**src/logic/enc_counter_pkg.sv**
```systemverilog
// Constants for the incremental encoder counter channel.
// Assumes one 50 MHz device clock; shared by the counter core and its top.
package enc_counter_pkg;
  // ----------------------------------------------------------------
  // Feature configuration bit positions
  // ----------------------------------------------------------------
  localparam int CFG_COUNTER_MODE = 15;
  localparam int CFG_FULL_IMAGE   = 6;
  localparam int CFG_LOCK_HIGH    = 5;
  localparam int CFG_LOCK_LOW     = 4;
  localparam logic [15:0] CFG_RESET_FULL    = 16'h0040;
  localparam logic [15:0] CFG_RESET_COMPACT = 16'h0000;

  // ----------------------------------------------------------------
  // Control byte bit positions
  // ----------------------------------------------------------------
  localparam int CB_ARM_ZERO    = 0;
  localparam int CB_DATA_SRC    = 1;
  localparam int CB_PRESET      = 2;
  localparam int CB_ARM_RISE    = 3;
  localparam int CB_ARM_FALL    = 4;
  localparam int CB_CLEAR_LATCH = 5;
  localparam int CB_REG_COMM    = 7;

  // ----------------------------------------------------------------
  // Status byte bit positions
  // ----------------------------------------------------------------
  localparam int SB_ZERO_VALID = 0;
  localparam int SB_DATA_SRC   = 1;
  localparam int SB_PRESET_ACK = 2;
  localparam int SB_ZERO_LEVEL = 3;
  localparam int SB_GATE_LEVEL = 4;
  localparam int SB_REG_COMM   = 7;

  localparam int COUNT_W = 32;
  localparam logic [COUNT_W-1:0] COUNT_ZERO = 32'h0000_0000;
  localparam logic [COUNT_W-1:0] COUNT_ONE  = 32'h0000_0001;
  localparam int IMAGE_BYTES = 5;
endpackage

```
**src/logic/pin_sync.sv**
```systemverilog
// Two-flop synchroniser for a group of asynchronous pin levels.
// Assumes inputs come from outside the i_ref_clk domain.
`timescale 1ns/100ps
module pin_sync
  import enc_counter_pkg::*;
#(
  parameter int WIDTH = 4
) (
  input  wire logic             i_ref_clk,
  input  wire logic             i_rst,
  input  wire logic [WIDTH-1:0] i_async,
  output logic      [WIDTH-1:0] o_sync
);
  typedef struct packed {
    logic [WIDTH-1:0] meta;
    logic [WIDTH-1:0] sync;
  } sync_state_t;

  sync_state_t state_reg;
  sync_state_t state_next;

  // ----------------------------------------------------------------
  // Stages
  // ----------------------------------------------------------------
  // First stage feeds only the second
  always_comb begin
    state_next.meta = i_async;
    state_next.sync = state_reg.meta;
  end

  // State register
  always_ff @(posedge i_ref_clk or posedge i_rst) begin
    if (i_rst) begin
      state_reg <= '0;
    end else begin
      state_reg <= state_next;
    end
  end

  assign o_sync = state_reg.sync;
endmodule

```
**src/logic/incremental_encoder_counter.sv**
```systemverilog
// Incremental encoder up/down counter channel with gate lock, latch
// capture (full variant only) and preset, exchanged with a controller through a process image.
// Assumes the image bytes come from clocked coupler logic on i_ref_clk,
// and encoder pins are asynchronous.
`timescale 1ns/100ps
module incremental_encoder_counter
  import enc_counter_pkg::*;
#(
  parameter bit REDUCED_VARIANT = 1'b0
) (
  input  wire logic               i_ref_clk,
  input  wire logic               i_rst,
  input  wire logic               i_enc_a,
  input  wire logic               i_enc_b,
  input  wire logic               i_enc_c,
  input  wire logic               i_latch_gate,
  input  wire logic               i_second_channel_a_input,
  input  wire logic [15:0]        i_feature_config_reg,
  input  wire logic               i_feature_config_we,
  input  wire logic               i_coupler_compact,
  input  wire logic [7:0]         i_control_byte_one,
  input  wire logic [COUNT_W-1:0] i_preset_value_word,
  output logic      [7:0]         o_status_byte_one,
  output logic      [COUNT_W-1:0] o_input_data_word,
  output logic                    o_full_image,
  output logic      [15:0]        o_feature_config
);
  typedef struct packed {
    logic [15:0]        cfg;
    logic [COUNT_W-1:0] count;
    logic [COUNT_W-1:0] latch;
    logic               a_prev;
    logic               latch_prev;
    logic               c_prev;
    logic               preset_prev;
    logic               preset_ack;
    logic               zero_valid;
    logic               rise_done;
    logic               fall_done;
    logic [7:0]         status;
    logic [COUNT_W-1:0] data_word;
  } enc_state_t;

  enc_state_t state_reg;
  enc_state_t state_next;
  logic [4:0] pins_sync;

  // ----------------------------------------------------------------
  // Pin synchronisation
  // ----------------------------------------------------------------
  pin_sync #(
    .WIDTH (5)
  ) u_sync (
    .i_ref_clk (i_ref_clk),
    .i_rst     (i_rst),
    .i_async   ({i_second_channel_a_input, i_latch_gate, i_enc_c, i_enc_b, i_enc_a}),
    .o_sync    (pins_sync)
  );

  logic a_s;
  logic b_s;
  logic c_s;
  logic latch_s;
  logic a2_s;
  assign a_s     = pins_sync[0];
  assign b_s     = pins_sync[1];
  assign c_s     = pins_sync[2];
  assign latch_s = pins_sync[3];
  assign a2_s    = pins_sync[4];

  // ----------------------------------------------------------------
  // Next-state logic
  // ----------------------------------------------------------------
  always_comb begin
    logic       proc_mode;
    logic       gate_lvl;
    logic       locked;
    logic       count_en;
    logic       rise_edge;
    logic       fall_edge;
    logic       c_rise;
    logic       preset_rise;
    logic       clear_hit;
    logic [7:0] cb;
    proc_mode   = 1'b0;
    gate_lvl    = 1'b0;
    locked      = 1'b0;
    count_en    = 1'b0;
    rise_edge   = 1'b0;
    fall_edge   = 1'b0;
    c_rise      = 1'b0;
    preset_rise = 1'b0;
    clear_hit   = 1'b0;
    cb          = i_control_byte_one;
    state_next  = state_reg;

    if (i_feature_config_we) begin
      state_next.cfg = i_feature_config_reg;
    end

    proc_mode = ~cb[CB_REG_COMM];
    if (!proc_mode) begin
      cb = 8'h00;
    end
    if (REDUCED_VARIANT) begin
      cb[CB_CLEAR_LATCH] = 1'b0;
      cb[CB_ARM_FALL]    = 1'b0;
      cb[CB_ARM_RISE]    = 1'b0;
      cb[CB_ARM_ZERO]    = 1'b0;
    end

    // Edge detection on synchronised pins and the preset bit
    state_next.a_prev      = a_s;
    state_next.latch_prev  = latch_s;
    state_next.c_prev      = c_s;
    state_next.preset_prev = cb[CB_PRESET];
    rise_edge   = latch_s & ~state_reg.latch_prev;
    fall_edge   = ~latch_s & state_reg.latch_prev;
    c_rise      = c_s & ~state_reg.c_prev;
    preset_rise = cb[CB_PRESET] & ~state_reg.preset_prev;

    gate_lvl = REDUCED_VARIANT ? a2_s : latch_s;
    locked = (state_reg.cfg[CFG_LOCK_HIGH] & gate_lvl) |
             (state_reg.cfg[CFG_LOCK_LOW] & ~gate_lvl);
    if (REDUCED_VARIANT && !a2_s) begin
      locked = 1'b1;
    end

    count_en = state_reg.cfg[CFG_COUNTER_MODE] & ~locked & a_s & ~state_reg.a_prev;
    if (count_en) begin
      state_next.count = b_s ? state_reg.count + COUNT_ONE : state_reg.count - COUNT_ONE;
    end

    if (cb[CB_ARM_RISE] && rise_edge && !state_reg.rise_done) begin
      state_next.latch     = state_reg.count;
      state_next.rise_done = 1'b1;
    end else if (cb[CB_ARM_FALL] && !cb[CB_ARM_RISE] && fall_edge && !state_reg.fall_done) begin
      state_next.latch     = state_reg.count;
      state_next.fall_done = 1'b1;
    end else if (cb[CB_ARM_ZERO] && c_rise && !state_reg.zero_valid) begin
      state_next.latch      = state_reg.count;
      state_next.zero_valid = 1'b1;
    end
    // Disarm re-enables the next first edge
    if (!cb[CB_ARM_RISE]) begin
      state_next.rise_done = 1'b0;
    end
    if (!cb[CB_ARM_FALL]) begin
      state_next.fall_done = 1'b0;
    end
    if (!cb[CB_ARM_ZERO]) begin
      state_next.zero_valid = 1'b0;
    end

    clear_hit = cb[CB_CLEAR_LATCH] &
                ((cb[CB_ARM_RISE] & rise_edge) | (~cb[CB_ARM_RISE] & cb[CB_ARM_FALL] & fall_edge));
    if (clear_hit) begin
      state_next.count = COUNT_ZERO;
    end

    if (preset_rise) begin
      state_next.count      = i_preset_value_word;
      state_next.preset_ack = 1'b1;
    end else if (!cb[CB_PRESET]) begin
      state_next.preset_ack = 1'b0;
    end

    state_next.data_word = cb[CB_DATA_SRC] ? state_next.latch : state_next.count;

    state_next.status                = 8'h00;
    state_next.status[SB_REG_COMM]   = ~proc_mode;
    state_next.status[SB_DATA_SRC]   = cb[CB_DATA_SRC];
    state_next.status[SB_PRESET_ACK] = state_next.preset_ack;
    state_next.status[SB_ZERO_VALID] = state_next.zero_valid;
    if (!REDUCED_VARIANT) begin
      state_next.status[SB_GATE_LEVEL] = latch_s;
      state_next.status[SB_ZERO_LEVEL] = c_s;
    end
  end

  // ----------------------------------------------------------------
  // State register
  // ----------------------------------------------------------------
  // variant default image
  always_ff @(posedge i_ref_clk or posedge i_rst) begin
    if (i_rst) begin
      state_reg     <= '0;
      state_reg.cfg <= REDUCED_VARIANT ? CFG_RESET_COMPACT : CFG_RESET_FULL;
    end else begin
      state_reg <= state_next;
    end
  end

  // ----------------------------------------------------------------
  // Outputs
  // ----------------------------------------------------------------
  // status byte plus word
  assign o_status_byte_one = state_reg.status;
  assign o_input_data_word = state_reg.data_word;
  assign o_full_image      = REDUCED_VARIANT ?
                             (state_reg.cfg[CFG_FULL_IMAGE] & ~i_coupler_compact) : 1'b1;
  assign o_feature_config  = state_reg.cfg;
endmodule

```
**config.mk**
```make
export PLATFORM = sky130hd
export DESIGN_NAME = incremental_encoder_counter
export DESIGN_NICKNAME = d
export VERILOG_FILES = /design/src/logic/enc_counter_pkg.sv /design/src/logic/pin_sync.sv /design/src/logic/incremental_encoder_counter.sv
export SDC_FILE = /design/constraint.sdc
export NUM_CORES = 1
export LEC_CHECK = 0
export CORE_MARGIN = 4
export CORE_UTILIZATION = 50
export DETAILED_ROUTE_END_ITERATION = 8
export DONT_BUFFER_PORTS = 1
export GPL_ROUTABILITY_DRIVEN = 0
export HOLD_SLACK_MARGIN = 0.06
export MAX_ROUTING_LAYER = met4
export PLACE_DENSITY = 0.62
export SLEW_MARGIN = 20
export SYNTH_ARGS = -nofsm -noshare
export SYNTH_HDL_FRONTEND = slang
export SYNTH_HIERARCHICAL = 1
export SYNTH_SLANG_ARGS = --single-unit
```
**constraint.sdc**
```tcl
create_clock -name i_ref_clk -period 5.6 [get_ports i_ref_clk]
set_clock_uncertainty 0.15 [all_clocks]
set_input_delay 1.12 -clock i_ref_clk [delete_from_list [all_inputs] [get_ports i_ref_clk]]
set_output_delay 1.12 -clock i_ref_clk [all_outputs]
set_load 0.02 [all_outputs]
```
==> impl_metrics.tcl <==
set metrics [dict create \
    sw_frac_of_total 0.334 \
    final_cell_mix "dfrtp_1 (129), nor2_1 (70), mux2_2 (63)" \
    die_area_um2 16400 \
    hold_buffers 0 \
    status "completed" \
    synth_warnings 6 \
    cts.clk_slew.worst_paths_ns 0.06 \
    m1WireLength_um 7070 \
    slowest_stage "clkinv_1" \
    syn-mean-instance-area_um2 10.2 \
    dp_slack_ns 1.55 \
    placed_cells 807 \
    crit_family "compound AO/OA/AOI/OAI gates" \
    ant_nets 0 \
    crit_buf_inv 1 \
    drt_iter0_drc 441 \
    min_from "u_sync/state_next[2]" \
    maxCapViolCount 0 \
    vdd_drop_max_uv 224 \
    final_layout_size_suffix_gt1_frac 0.182 \
    drcViolationCount 0 \
    timing.final.ws_setup_ns 1.06 \
    clkLatencyLatePin_ns 0.42 \
    h-tree-depth 4 \
    arrival_ns 4.70 \
    port_buffers 0 \
    worstPathRequired_ns 5.76 \
    cts_root_buffer "clkbuf_16" \
    regToRegEndpoint "o_input_data_word[27]" \
    total_power_mw 3.46 \
    rsz0062_at_grt "false" \
    cts_tree "done" \
    stdcell_area_um2 7590 \
    rows 43 \
    cp_cell_sequence "clkinv_1, ha_1, a21oi_1, o211ai_1, a21oi_1, a21oi_2, a31oi_1, or4_1, a31oi_1, a21o_1, mux2_2" \
    crit_type "reg2reg" \
    fin_crit_sh 0.811 \
    fin_nets 742 \
    start_util 0.515 \
    numCtsBuffers 17 \
    grt_first_pass_wirelength_um 26800 \
    p_clk_frac 0.341 \
    timing.reg2reg.setup_slack_ns 1.06 \
    p_per_area_nw_per_um2 456 \
    core_area_um2 14000 \
    synth_cells 706 \
    final_max_slew_viol_count 0 \
    max_stage_delay_ns 0.88 \
    r2r_start "u_sync/o_sync[1]" \
    layout_commonest_cell "dfrtp_1" \
    grt_max_degree 77 \
    p_leak_nw 3.43 \
    combPwrFrac 0.264 \
    grtUsageTotal 0.214 \
    cp-end-kind "flop" \
    finalHoldViolations 0 \
    cts_sinks 130 \
    num_antenna_cells 0 \
    path_max_fanout 30 \
    wl_per_cell_um 19.2 \
    dr_wl_met2_um 7790 \
    p_int_mw 2.31 \
    holdCritPathClass "reg2reg" \
    setup_violations 0 \
    rr_worst_depth 11 \
    cp-start-kind "flop" \
    grt_pass1_vias 5154 \
    setup_tns_ns 0 \
    worstMarginPinSlew_ns 1.08 \
    finalWirelength_um 16100 \
    area_growth_pct 5.07 \
    antenna_found_initial 0 \
    dpl_cell_area_um2 6960 \
    netlist_area_um2 7230 \
    overflow 0 \
    drtPass1Iterations 5 \
    io_pins 122 \
    topRoutingLayerUsed "met4" \
    die_w_um 128 \
    hold_path_end "u_sync/o_sync[2]" \
    wl_met3_um 973 \
    slew_headroom 0.276 \
    avgViaCountPerCell 5.93 \
    largest_register_ffs 68 \
    min_period_ns 4.54 \
    pwr-share-seq 0.395 \
    clockBufferDepth 2 \
    hpwl_um 11200 \
    die_h_um 128 \
    hold_depth 0 \
    cts_setup_buffers 0 \
    fin_cells 839 \
    vias 4975 \
    ctsResizeCount 0 \
    fmax_mhz 220 \
    switchingPower_mw 1.16 \
]
[layer usage]
metal | GRT usage | vias to the layer above
met2 | 0.335 | 175
li1 | - | 2344
met1 | 0.270 | 2436
met3 | 0.0563 | 20
met5 | - | -
met4 | 0.0724 | 0
[per-stage QoR]
step | utilization | hold WS [ns]
after floorplan | - | 0.181
after global placement | 0.496 | 0.185
after detailed placement | 0.496 | 0.186
after CTS | 0.541 | 0.199
after global routing | 0.541 | 0.208
final | 0.541 | 0.198
[how the worst max path moves through the flow]
stage | slack [ns] | endpoint | from | cells past startpoint
6_report | 1.06 | o_input_data_word[27] | u_sync/o_sync[1] | 11
5_1_grt | 0.75 | o_input_data_word[27] | u_sync/o_sync[1] | 11
4_1_cts | 1.51 | o_input_data_word[27] | u_sync/o_sync[1] | 11
3_5_place_dp | 1.55 | o_input_data_word[27] | u_sync/o_sync[1] | 11
3_3_place_gp | 1.53 | o_input_data_word[30] | u_sync/o_sync[1] | 10
2_1_floorplan | 1.09 | o_feature_config[0] | i_rst | 1
[power groups by stage]
stage	Combinational (mW)	Clock [mW]	Sequential, mW
6_report	0.915	1.18	1.37
5_1_grt	1.03	1.25	1.39
4_1_cts	0.909	1.21	1.37
3_5_place_dp	0.901	0	1.39
3_3_place_gp	0.876	0	1.38
2_1_floorplan	0.948	0	1.24
[layout make-up]
type | instances | area [um^2]
Fill cell | 1193 | 6450
Clock inverter | 15 | 208
Clock buffer | 17 | 425
Multi-Input combinational cell | 472 | 3360
Inverter | 19 | 73.8
Sequential cell | 130 | 3250
Tap cell | 180 | 225
Timing Repair Buffer | 6 | 45.0
(Power assumes the default switching activity.)
